==> config.mk <==
export PLATFORM = sky130hd
export DESIGN_NAME = aes_staging_regs
export DESIGN_NICKNAME = d
export VERILOG_FILES = /design/src/common/aes_pkg.sv /design/src/hdl/aes_staging_regs.sv /design/src/hdl/aes_entry_table.sv
export SDC_FILE = /design/constraint.sdc
export NUM_CORES = 2
export LEC_CHECK = 0
export BUFFER_PORTS_ARGS = -buffer_cell sky130_fd_sc_hd__buf_2
export CAP_MARGIN = 20
export CELL_PAD_IN_SITES_DETAIL_PLACEMENT = 0
export CELL_PAD_IN_SITES_GLOBAL_PLACEMENT = 1
export CORE_MARGIN = 4
export CORE_UTILIZATION = 51
export CTS_CLUSTER_DIAMETER = 100
export DETAILED_ROUTE_END_ITERATION = 10
export PLACE_DENSITY_LB_ADDON = 0.1
export SETUP_SLACK_MARGIN = 0.2
export SKIP_LAST_GASP = 1
export SYNTH_ARGS = -nofsm -noshare
export SYNTH_HDL_FRONTEND = slang
export SYNTH_SLANG_ARGS = --single-unit
==> constraint.sdc <==
create_clock -name sys_clk -period 2.45 [get_ports sys_clk]
set_input_delay 0.1225 -clock sys_clk [delete_from_list [all_inputs] [get_ports sys_clk]]
set_output_delay 0.1225 -clock sys_clk [all_outputs]
set_load 0.005 [all_outputs]
==> src/common/aes_pkg.sv <==
// Constants shared by the ACL entry staging bank and its entry table.
// Assumes a 32-bit AXI4-Lite register bus with word-aligned registers.
`default_nettype none

package aes_pkg;
  // Bus geometry
  localparam int ADDR_W = 16;
  localparam int DATA_W = 32;
  localparam int IDX_W  = 14;

  // Register indices as printed, byte address is four times the index
  localparam logic [IDX_W-1:0] IDX_STAGE_BASE  = 14'h0600;
  localparam logic [IDX_W-1:0] IDX_MAC_23_16   = 14'h0605;
  localparam logic [IDX_W-1:0] IDX_MAC_15_8    = 14'h0606;
  localparam logic [IDX_W-1:0] IDX_MAC_7_0     = 14'h0607;
  localparam logic [IDX_W-1:0] IDX_ETYPE_HIGH  = 14'h0608;
  localparam logic [IDX_W-1:0] IDX_ETYPE_LOW   = 14'h0609;
  localparam logic [IDX_W-1:0] IDX_PRIO_ACTION = 14'h060a;
  localparam logic [IDX_W-1:0] IDX_REMARK_MAP  = 14'h060b;
  localparam logic [IDX_W-1:0] IDX_SPARE       = 14'h060c;
  localparam logic [IDX_W-1:0] IDX_FWD_MAP     = 14'h060d;
  localparam logic [IDX_W-1:0] IDX_RULESET_HI  = 14'h060e;
  localparam logic [IDX_W-1:0] IDX_RULESET_LO  = 14'h060f;
  localparam logic [IDX_W-1:0] IDX_SEL_HIGH    = 14'h0610;
  localparam logic [IDX_W-1:0] IDX_SEL_LOW     = 14'h0611;
  localparam logic [IDX_W-1:0] IDX_ACCESS_CTRL = 14'h0612;

  // Entry geometry
  localparam int ENTRIES      = 16;
  localparam int ENTRY_BYTES  = 16;
  localparam int FIRST_STAGED = 5;
  localparam int LAST_STAGED  = 15;
  localparam int BYTE_A       = 10;
  localparam int BYTE_B       = 11;
  localparam int BYTE_D       = 13;
  localparam logic [ENTRY_BYTES-1:0] STAGED_MASK = 16'hffe0;

  // Reset values
  localparam logic [7:0] STAGE_RESET = 8'h00;
  localparam logic [7:0] SEL_RESET   = 8'h00;

  // Field positions
  localparam int PRIO_MODE_HI = 7;
  localparam int PRIO_MODE_LO = 6;
  localparam int PRIO_HI      = 5;
  localparam int PRIO_LO      = 3;
  localparam int RMK_EN_BIT   = 2;
  localparam int RMK_HI_HI    = 1;
  localparam int RMK_HI_LO    = 0;
  localparam int RMK_LO_BIT   = 7;
  localparam int MAP_MODE_HI  = 6;
  localparam int MAP_MODE_LO  = 5;
  localparam int FWD_HI       = 6;
  localparam int CTRL_WSTAT   = 6;
  localparam int CTRL_RSTAT   = 5;
  localparam int CTRL_DIR     = 4;
  localparam int CTRL_IDX_HI  = 3;

  // Responses
  localparam logic [1:0] RESP_OKAY   = 2'b00;
  localparam logic [1:0] RESP_SLVERR = 2'b10;

  typedef enum logic [1:0] {
    AES_IDLE,
    AES_WRITE_TBL,
    AES_READ_TBL,
    AES_READ_LOAD
  } aes_state_t;
endpackage : aes_pkg

`default_nettype wire

==> src/hdl/aes_staging_regs.sv <==
// Per-port ACL entry staging bank behind an AXI4-Lite slave.
// Assumes a single clock and a master that keeps one write and one read in flight.
//
// Our own choice: the AXI4-Lite register port.
`default_nettype none

module aes_staging_regs (
  input  wire logic                       sys_clk,
  input  wire logic                       reset,
  input  wire logic [aes_pkg::ADDR_W-1:0] s_axi_awaddr,
  input  wire logic                       s_axi_awvalid,
  output logic                            s_axi_awready,
  input  wire logic [aes_pkg::DATA_W-1:0] s_axi_wdata,
  input  wire logic [3:0]                 s_axi_wstrb,
  input  wire logic                       s_axi_wvalid,
  output logic                            s_axi_wready,
  output logic      [1:0]                 s_axi_bresp,
  output logic                            s_axi_bvalid,
  input  wire logic                       s_axi_bready,
  input  wire logic [aes_pkg::ADDR_W-1:0] s_axi_araddr,
  input  wire logic                       s_axi_arvalid,
  output logic                            s_axi_arready,
  output logic      [aes_pkg::DATA_W-1:0] s_axi_rdata,
  output logic      [1:0]                 s_axi_rresp,
  output logic                            s_axi_rvalid,
  input  wire logic                       s_axi_rready
);
  import aes_pkg::*;

  aes_state_t                state_q;
  logic                      aw_held_q;
  logic                      w_held_q;
  logic [ADDR_W-1:0]         awaddr_q;
  logic [DATA_W-1:0]         wdata_q;
  logic [3:0]                wstrb_q;
  logic [7:0]                stage_q [FIRST_STAGED:LAST_STAGED];
  logic [7:0]                sel_hi_q;
  logic [7:0]                sel_lo_q;
  logic                      dir_q;
  logic [3:0]                index_q;
  logic                      wr_done_q;
  logic                      rd_done_q;
  logic [ENTRY_BYTES-1:0]    xfer_en_q;
  logic [ENTRY_BYTES*8-1:0]  tbl_rdata;

  // Write channel decode
  wire [IDX_W-1:0]       wr_idx     = awaddr_q[IDX_W+1:2];
  wire                   wr_mapped  = (wr_idx >= IDX_MAC_23_16) && (wr_idx <= IDX_ACCESS_CTRL);
  wire                   wr_fire    = aw_held_q && w_held_q && !s_axi_bvalid && (state_q == AES_IDLE);
  wire                   wr_byte    = wr_fire && wr_mapped && wstrb_q[0];
  wire [7:0]             wr_val     = wdata_q[7:0];
  wire                   start      = wr_byte && (wr_idx == IDX_SEL_LOW);
  wire [ENTRY_BYTES-1:0] start_en;

  // Reversed select mapping, high bits to bytes 7..0, low bits to 15..8
  genvar gi;
  generate
    for (gi = 0; gi < 8; gi++) begin : g_sel_map
      assign start_en[gi]     = sel_hi_q[7-gi];
      assign start_en[gi + 8] = wr_val[7-gi];
    end
  endgenerate

  // Flat view of staging bytes; unstaged bytes read as zero
  wire [ENTRY_BYTES*8-1:0] stage_flat;
  generate
    for (gi = 0; gi < ENTRY_BYTES; gi++) begin : g_flat
      if (gi < FIRST_STAGED) begin : g_zero
        assign stage_flat[gi*8 +: 8] = 8'h00;
      end else begin : g_byte
        assign stage_flat[gi*8 +: 8] = stage_q[gi];
      end
    end
  endgenerate

  // Table access, only staged lanes that were selected
  wire tbl_we = (state_q == AES_WRITE_TBL);
  wire [ENTRY_BYTES-1:0] tbl_lanes = xfer_en_q & STAGED_MASK;

  aes_entry_table #(
    .ENTRIES (ENTRIES),
    .BYTES   (ENTRY_BYTES),
    .IDX_W   (4)
  ) u_table (
    .clk     (sys_clk),
    .reset   (reset),
    .idx     (index_q),
    .we      (tbl_we),
    .lane_en (tbl_lanes),
    .wdata   (stage_flat),
    .rdata_q (tbl_rdata)
  );

  // Staging bytes: bus writes between transfers, selected lanes on read load
  generate
    for (gi = FIRST_STAGED; gi <= LAST_STAGED; gi++) begin : g_stage
      wire bus_hit = wr_byte && (wr_idx == IDX_STAGE_BASE + IDX_W'(gi));
      wire load    = (state_q == AES_READ_LOAD) && xfer_en_q[gi];
      wire [7:0] stage_d = load ? tbl_rdata[gi*8 +: 8] : (bus_hit ? wr_val : stage_q[gi]);
      always_ff @(posedge sys_clk) begin
        if (reset) begin
          stage_q[gi] <= STAGE_RESET;
        end else begin
          stage_q[gi] <= stage_d;
        end
      end
    end
  endgenerate

  // Select and control registers
  always_ff @(posedge sys_clk) begin
    if (reset) begin
      sel_hi_q <= SEL_RESET;
      sel_lo_q <= SEL_RESET;
      dir_q    <= 1'b0;
      index_q  <= 4'h0;
    end else if (wr_byte) begin
      if (wr_idx == IDX_SEL_HIGH) begin
        sel_hi_q <= wr_val;
      end
      if (wr_idx == IDX_SEL_LOW) begin
        sel_lo_q <= wr_val;
      end
      if (wr_idx == IDX_ACCESS_CTRL) begin
        dir_q   <= wr_val[CTRL_DIR];
        index_q <= wr_val[CTRL_IDX_HI:0];
      end
    end
  end

  // Transfer sequencer
  always_ff @(posedge sys_clk) begin
    if (reset) begin
      state_q   <= AES_IDLE;
      xfer_en_q <= '0;
    end else begin
      unique case (state_q)
        AES_IDLE: begin
          if (start) begin
            xfer_en_q <= start_en;
            state_q   <= dir_q ? AES_WRITE_TBL : AES_READ_TBL;
          end
        end
        AES_WRITE_TBL: state_q <= AES_IDLE;
        AES_READ_TBL:  state_q <= AES_READ_LOAD;
        AES_READ_LOAD: state_q <= AES_IDLE;
      endcase
    end
  end

  // Completion flags, cleared at start, set when the transfer ends
  always_ff @(posedge sys_clk) begin
    if (reset) begin
      wr_done_q <= 1'b1;
      rd_done_q <= 1'b1;
    end else begin
      if (start && dir_q) begin
        wr_done_q <= 1'b0;
      end else if (state_q == AES_WRITE_TBL) begin
        wr_done_q <= 1'b1;
      end
      if (start && !dir_q) begin
        rd_done_q <= 1'b0;
      end else if (state_q == AES_READ_LOAD) begin
        rd_done_q <= 1'b1;
      end
    end
  end

  // Write address and data capture, either order
  always_ff @(posedge sys_clk) begin
    if (reset) begin
      aw_held_q     <= 1'b0;
      w_held_q      <= 1'b0;
      awaddr_q      <= '0;
      wdata_q       <= '0;
      wstrb_q       <= 4'h0;
      s_axi_awready <= 1'b1;
      s_axi_wready  <= 1'b1;
    end else begin
      if (s_axi_awvalid && s_axi_awready) begin
        aw_held_q     <= 1'b1;
        awaddr_q      <= s_axi_awaddr;
        s_axi_awready <= 1'b0;
      end else if (wr_fire) begin
        aw_held_q     <= 1'b0;
        s_axi_awready <= 1'b1;
      end
      if (s_axi_wvalid && s_axi_wready) begin
        w_held_q     <= 1'b1;
        wdata_q      <= s_axi_wdata;
        wstrb_q      <= s_axi_wstrb;
        s_axi_wready <= 1'b0;
      end else if (wr_fire) begin
        w_held_q     <= 1'b0;
        s_axi_wready <= 1'b1;
      end
    end
  end

  // Write response
  always_ff @(posedge sys_clk) begin
    if (reset) begin
      s_axi_bvalid <= 1'b0;
      s_axi_bresp  <= RESP_OKAY;
    end else if (wr_fire) begin
      s_axi_bvalid <= 1'b1;
      s_axi_bresp  <= wr_mapped ? RESP_OKAY : RESP_SLVERR;
    end else if (s_axi_bready) begin
      s_axi_bvalid <= 1'b0;
    end
  end

  // Read decode and data selection
  wire [IDX_W-1:0] rd_idx    = s_axi_araddr[IDX_W+1:2];
  wire             rd_mapped = (rd_idx >= IDX_MAC_23_16) && (rd_idx <= IDX_ACCESS_CTRL);
  wire [7:0]       ctrl_rd   = {1'b0, wr_done_q, rd_done_q, dir_q, index_q};
  wire [7:0]       rd_byte   = (rd_idx == IDX_SEL_HIGH)    ? sel_hi_q :
                               (rd_idx == IDX_SEL_LOW)     ? sel_lo_q :
                               (rd_idx == IDX_ACCESS_CTRL) ? ctrl_rd  :
                               rd_mapped ? stage_flat[rd_idx[3:0]*8 +: 8] : 8'h00;

  // Read channel
  always_ff @(posedge sys_clk) begin
    if (reset) begin
      s_axi_arready <= 1'b1;
      s_axi_rvalid  <= 1'b0;
      s_axi_rdata   <= '0;
      s_axi_rresp   <= RESP_OKAY;
    end else if (s_axi_arvalid && s_axi_arready) begin
      s_axi_arready <= 1'b0;
      s_axi_rvalid  <= 1'b1;
      s_axi_rdata   <= {24'h000000, rd_byte};
      s_axi_rresp   <= rd_mapped ? RESP_OKAY : RESP_SLVERR;
    end else if (s_axi_rvalid && s_axi_rready) begin
      s_axi_arready <= 1'b1;
      s_axi_rvalid  <= 1'b0;
    end
  end

  // Field views of the action bytes, watched by the checks below
  wire [1:0] priority_mode_field    = stage_q[BYTE_A][PRIO_MODE_HI:PRIO_MODE_LO];
  wire [2:0] priority_field         = stage_q[BYTE_A][PRIO_HI:PRIO_LO];
  wire       remark_priority_enable = stage_q[BYTE_A][RMK_EN_BIT];
  wire [2:0] remark_priority        = {stage_q[BYTE_A][RMK_HI_HI:RMK_HI_LO], stage_q[BYTE_B][RMK_LO_BIT]};
  wire [1:0] map_mode_field         = stage_q[BYTE_B][MAP_MODE_HI:MAP_MODE_LO];
  wire [6:0] fwd_port_map           = stage_q[BYTE_D][FWD_HI:0];
  wire       bus_to_a = wr_byte && (wr_idx == IDX_PRIO_ACTION);
  wire       bus_to_b = wr_byte && (wr_idx == IDX_REMARK_MAP);
  wire       bus_to_d = wr_byte && (wr_idx == IDX_FWD_MAP);
endmodule // aes_staging_regs

`default_nettype wire

==> src/hdl/aes_entry_table.sv <==
// ACL entry table: indexed entries with per-byte write lanes.
// Assumes one access per cycle from the staging bank; read data is registered.
`default_nettype none

module aes_entry_table #(
  parameter int ENTRIES = 16,
  parameter int BYTES   = 16,
  parameter int IDX_W   = 4
) (
  input  wire logic                 clk,
  input  wire logic                 reset,
  input  wire logic [IDX_W-1:0]     idx,
  input  wire logic                 we,
  input  wire logic [BYTES-1:0]     lane_en,
  input  wire logic [BYTES*8-1:0]   wdata,
  output logic      [BYTES*8-1:0]   rdata_q
);
  logic [BYTES*8-1:0] mem_q [ENTRIES];

  // Byte-lane writes into the indexed entry
  always_ff @(posedge clk) begin
    if (reset) begin
      for (int e = 0; e < ENTRIES; e++) begin
        mem_q[e] <= '0;
      end
    end else if (we) begin
      for (int b = 0; b < BYTES; b++) begin
        if (lane_en[b]) begin
          mem_q[idx][b*8 +: 8] <= wdata[b*8 +: 8];
        end
      end
    end
  end

  // Registered read of the indexed entry
  always_ff @(posedge clk) begin
    if (reset) begin
      rdata_q <= '0;
    end else begin
      rdata_q <= mem_q[idx];
    end
  end
endmodule // aes_entry_table

`default_nettype wire

Word-level counts from Yosys, hierarchy flattened --
Memory sizes are Yosys's and may differ from the RTL's. A register that Yosys moved wholly into a read port is not among the register bits. Index checks and enable logic that the tools add are counted. Widths: inputs -> output; s select.
Storage, ports and cells: word-level logic and storage cells 219, RAM bits 1496, bits in registers 85, input bits 75, memories 2, output and inout bits 41
Operators by class: shifts and indexed selects 1, eq/ne operators 21, $lt $le $gt $ge 4, bitwise operators 11, multiplexer cells 108, reductions and logical operators 51
Memory list:
- u_table.mem_q | words 16, width 88, read ports 1, clocked after memory_dff 1, wr ports 16, RTL line aes_entry_table.sv:18 | logic [BYTES*8-1:0] mem_q [ENTRIES];
- stage_q | words 11, width 8, read ports 11, clocked after memory_dff 0, wr ports 11, RTL line aes_staging_regs.sv:36 | logic [7:0] stage_q [FIRST_STAGED:LAST_STAGED];
Operators by type and width (number):
- $mux 8 | 37
- $eq 14x11->1 const B | 17
- $shiftx 128x8->8 | 1
- $mux 88 | 1
- $reduce_or 88->1 | 1
- $mux 1 | 63
- $logic_and 1x1->1 | 36
- $ge 14x11->1 const B | 2
- $le 14x11->1 const B | 2
- $reduce_bool 2->1 | 6
- $mux 11 | 1
- $or 1x1->1 | 11
- $mux 2 | 4
- $reduce_and 2->1 | 4
- $pmux 2 s3 | 1
- $eq 2x2->1 const B | 2
- $mux 4 | 1
- $eq 2x1->1 const B | 1
- $logic_not 1->1 | 2
- $logic_not 2->1 | 1
- $ne 2x2->1 const B | 1
- $reduce_or 2->1 | 1

Depth between registers and ports, before layout --
word-level depth 9, mapped depth 8, gate-level depth less buffers 5

Hierarchy --
Synthesis repeated with hierarchy kept, for this count alone.
Unflattened totals: cells, all modules 7453, area, all modules 105631.3 um2
By module, submodules not included:
- aes_entry_table | area each 97424.7 um2, sequential area each 64061.4 um2, times used 1, cells each 6477
- aes_staging_regs | area each 8206.6 um2, sequential area each 3283.1 um2, times used 1, cells each 976

Least setup slack after synthesis --
OpenSTA, ideal clock, no wires.
kind register to register, start point register index_q[1], end point register u_table.rdata_q[100] (read register of u_table.mem_q), period minus slack after synthesis 2098 ps, required time 2322 ps, arrival 1970 ps, buffers on the path 3, stages on the path, launching flop included 7, slack 352 ps, library setup time 128 ps, cell sequence dfxtp_1 -> buf_2 -> clkbuf_1 -> clkbuf_1 -> mux4_2 -> mux4_2 -> nor2b_1
RTL lines:
- start: declaration | RTL line aes_staging_regs.sv:40 | logic [3:0] index_q;
- start signal: assignment | RTL line aes_staging_regs.sv:126 | index_q <= wr_val[CTRL_IDX_HI:0];
- end: declaration | RTL line aes_entry_table.sv:16 | output logic [BYTES*8-1:0] rdata_q

==> metrics.md <==
| Metric | Value |
|---|---|
| VDD IR max | `563 uV` |
| Hold Path End | `s_axi_rresp[1]` |
| Post-synthesis mux area share | `15.2%` |
| Hold Vio Cnt, Final | `0` |
| Final period util | `90.9%` |
| R2R Path End | `u_table.rdata_q[45]` |
| Most used cell, CP | `mux4_2` |
| CTS tree | `built` |
| Core area | `144,000 um2` |
| Fraction of layout cells with a size suffix above 1 | `26.0%` |
| Hold Crit Start | `s_axi_araddr[3]` |
| Critical Path RT | `3.12 ns` |
| Initial antenna violation count | `12` |
| Final WL | `198,000 um` |
| Routed Antenna Nets | `0` |
| Vias in the first global route | `42.3k` |
| Critical path depth in cells | `6` |
| Syn_area_per_cell | `15.0 um2` |
| Critical R2R Launch | `index_q[0]` |
| Clock transition at path regs | `0.06 ns` |
| Flop-to-flop setup slack | `0.22 ns` |
| Synthesis-to-finish area growth | `16.6%` |
| Area share of and/or/nand/nor cells after synthesis | `17.5%` |
| Largest net degree at the start of global routing | `73` |
| Placer Congestion | `0.833` |
| Worst EP arrival | `2.90 ns` |
| Peak fanout along the critical path | `17` |
| Initial core utilization | `51.6%` |
| Slew @ Worst Pin | `0.736 ns` |
| Buffers and inverters on the worst path | `3` |
| Starting DRT DRC Count | `3,740` |
| Post-DR wirelength/cell | `26.3 um` |
| Max-slew headroom | `50.9%` |
| Leakage Power | `31.9 nW` |
| Adder-Cell Fraction of Synth Area | `0%` |
| Layout Skew | `0.0261 ns` |
| Worst reg2reg path depth | `6` |
| IO Count | `116` |
| Crit end category | `flip-flop` |
| Synth unique cells | `55` |
| Final setup margin | `0.222 ns` |
| Asr flop ratio synth | `0%` |
| Ys flop type | `edfxtp_1` |
| Cells after synthesis | `4,978` |
| Root buf cell | `clkbuf_16` |
| P per Cell Area | `696 nW/um2` |
| Setup tns final | `0 ns` |
| DP HPWL | `135,000 um` |
| Max frequency | `0.449 GHz` |
| CP peak stage delay | `0.59 ns` |
| DRC viols | `0` |
| Class of the worst hold path | `in2reg` |
| Die Area | `152,000 um2` |
| Critical path's slowest cell | `mux4_2` |
| # setup viols final | `0` |
| Synth warnings | `0` |
| Final total power | `0.0604 W` |
| Worst Setup Slack post-DPL | `-0.0737 ns` |
| Final slew viol count | `0` |
| Largest family of logic cells by synthesized area | `simple AND/OR/NAND/NOR gates` |
| Total global-route track usage | `26.0%` |
| Chip Width | `390 um` |
| Grt ovf | `0` |
| Max Root-Sink Buffers | `3` |
| CP Launch Type | `flip-flop` |
| RSZ-0062 raised after global routing | `yes` |
| Synth Area in Compound Gates | `1.67%` |
| Global-route wire length before repair | `290,000 um` |
| Clock sink total | `1,660` |
| Tmin final | `2.23 ns` |
| Cell family with most CP delay | `multiplexers` |
| Port Buffers | `58` |
| DR pass1 iterations | `5` |
| Rows | `139` |
| WHS Path Cells | `5` |
| Routed vias | `42.5k` |
| Type of the worst setup path | `reg2reg` |
| Max-Cap Viols | `0` |
| Post-synthesis sequential area ratio | `63.6%` |
| Die Y | `390 um` |
| Post-synth EDFFs | `1,408` |
| XOR/XNOR share of the synthesized area | `0%` |
| Post-Syn Area | `74,500 um2` |
| Vias per Instance | `5.66` |
| Status | `complete, no violations` |
| Nets | `5,524` |
| TritonCTS buffer count | `177` |
| Number of synthesized register bits | `1,660` |
| Critical path cell sequence | `buf_6, buf_4, buf_12, mux4_2, mux4_2, nor2b_1` |
| Clock latency on the worst-skew pair | `0.81 ns` |
| H-tree Lvls | `4` |
-- cell usage after synthesis (all sizes together), types with 11 or more instances --
master	instances	share of area [%]
nor3	11	0.13
a21oi	68	0.46
and2	1422	12
buf	112	1.0
nand4	14	0.28
clkbuf	223	1.1
or2	178	1.5
nor2b	106	0.89
a211oi	40	0.40
nor2	245	1.2
nand2	168	0.85
edfxtp	1408	57
mux2i	106	1.4
dfxtp	252	6.8
mux4	450	14
a221oi	14	0.16
nand3	21	0.14
o21ai	60	0.40
-- worst max-delay path by stage --
| stage | start | end | slack, ns |
|---|---|---|---|
| floorplan | index_q[1] | u_table.rdata_q[100] | 0.35 |
| global placement | w_held_q | stage_q[0][80] | -0.02 |
| detailed placement | w_held_q | stage_q[0][80] | -0.07 |
| CTS | awaddr_q[15] | stage_q[0][80] | 0.20 |
| global route | index_q[0] | u_table.rdata_q[48] | 0.16 |
| finish | index_q[0] | u_table.rdata_q[45] | 0.22 |
-- worst register-to-register path, delay by kind of cell, from the launching register on --
family	cells	cell delay, ns
muxes	2	1.10
buffers and inverters	3	0.48
DFF	1	0.39
and+or+nand+nor	1	0.14
-- report_power, final --
group / leakage [nW] / switching [W] / internal, W
clock network: 2.83 / 0.0112 / 0.0157
registers: 16.6 / 0.000396 / 0.0314
logic: 12.5 / 0.00106 / 0.000721
-- cell usage in the layout (no fill, tap or decap), drive strengths merged, types with 4 or more instances in the layout --
| master | Yosys | layout |
|---|---|---|
| a211oi | 40 | 40 |
| a21o | 7 | 7 |
| a21oi | 68 | 68 |
| a221oi | 14 | 14 |
| a22oi | 7 | 7 |
| and2 | 1422 | 1422 |
| buf | 112 | 513 |
| bufinv | 0 | 13 |
| clkbuf | 223 | 258 |
| clkinv | 0 | 52 |
| clkinvlp | 0 | 12 |
| conb | 1 | 26 |
| dfxtp | 252 | 252 |
| dlygate4sd3 | 0 | 79 |
| edfxtp | 1408 | 1408 |
| inv | 4 | 12 |
| mux2 | 8 | 8 |
| mux2i | 106 | 106 |
| mux4 | 450 | 450 |
| nand2 | 168 | 168 |
| nand2b | 6 | 6 |
| nand3 | 21 | 21 |
| nand3b | 9 | 9 |
| nand4 | 14 | 14 |
| nor2 | 245 | 245 |
| nor2b | 106 | 106 |
| nor3 | 11 | 11 |
| nor3b | 7 | 7 |
| nor4 | 4 | 4 |
| o21ai | 60 | 60 |
| or2 | 178 | 178 |
-- metal layers --
metal	up-vias	routed length, um	GRT usage [%]
met3	245	12500	4.08
met2	1343	94200	41.4
met4	0	4360	6.43
li1	19100	-	-
met1	21800	86800	38.0
met5	-	0	0
-- registers in the layout (all words and copies together) (netlist names), 8 cells and up --
register	cells
awaddr_q	14
s_axi_rdata	8
sel_hi_q	8
sel_lo_q	8
stage_q	88
u_table.mem_q	1408
u_table.rdata_q	88
wdata_q	8
xfer_en_q	11
-- cell type report --
class | count | area, um2
Fill cell | 11100 | 57600
Sequential cell | 1660 | 47400
Multi-Input combinational cell | 3004 | 25700
Timing Repair Buffer | 602 | 5500
Clock buffer | 248 | 4990
Tap cell | 1903 | 2380
Clock inverter | 85 | 850
Inverter | 4 | 15.0
Antenna cell | 3 | 7.51
-- cells by family (layout without fill, tap and decap cells) --
family / Yosys count / in the layout
other cells: 1 / 29
flops: 1660 / 1660
simple gates: 2209 / 2209
buf+inv: 339 / 939
mux: 564 / 564
compound gates: 205 / 205
-- timing repair --
item / CTS / global route
buffers inserted: 8 / 14
cloned: 0 / 10
hold buffers: 79 / 0
hold endpoints to repair: 72 / 0
resized for setup: 3 / 23
setup endpoints to repair: 170 / 155
-- metrics by stage --
| step | utilization, % | instances | area, um2 | hold slack (ns) |
|---|---|---|---|---|
| after floorplan | - | 5003 | 74500 | 0.258 |
| after global placement | 55.1 | 7062 | 79600 | 0.364 |
| after detailed placement | 55.1 | 7062 | 79600 | 0.367 |
| after CTS | 59.8 | 7482 | 86300 | 0.0428 |
| after global routing | 60.1 | 7506 | 86800 | 0.139 |
| final | 60.1 | 7509 | 86800 | 0.132 |
No activity file was read; power rests on OpenSTA's default activity.
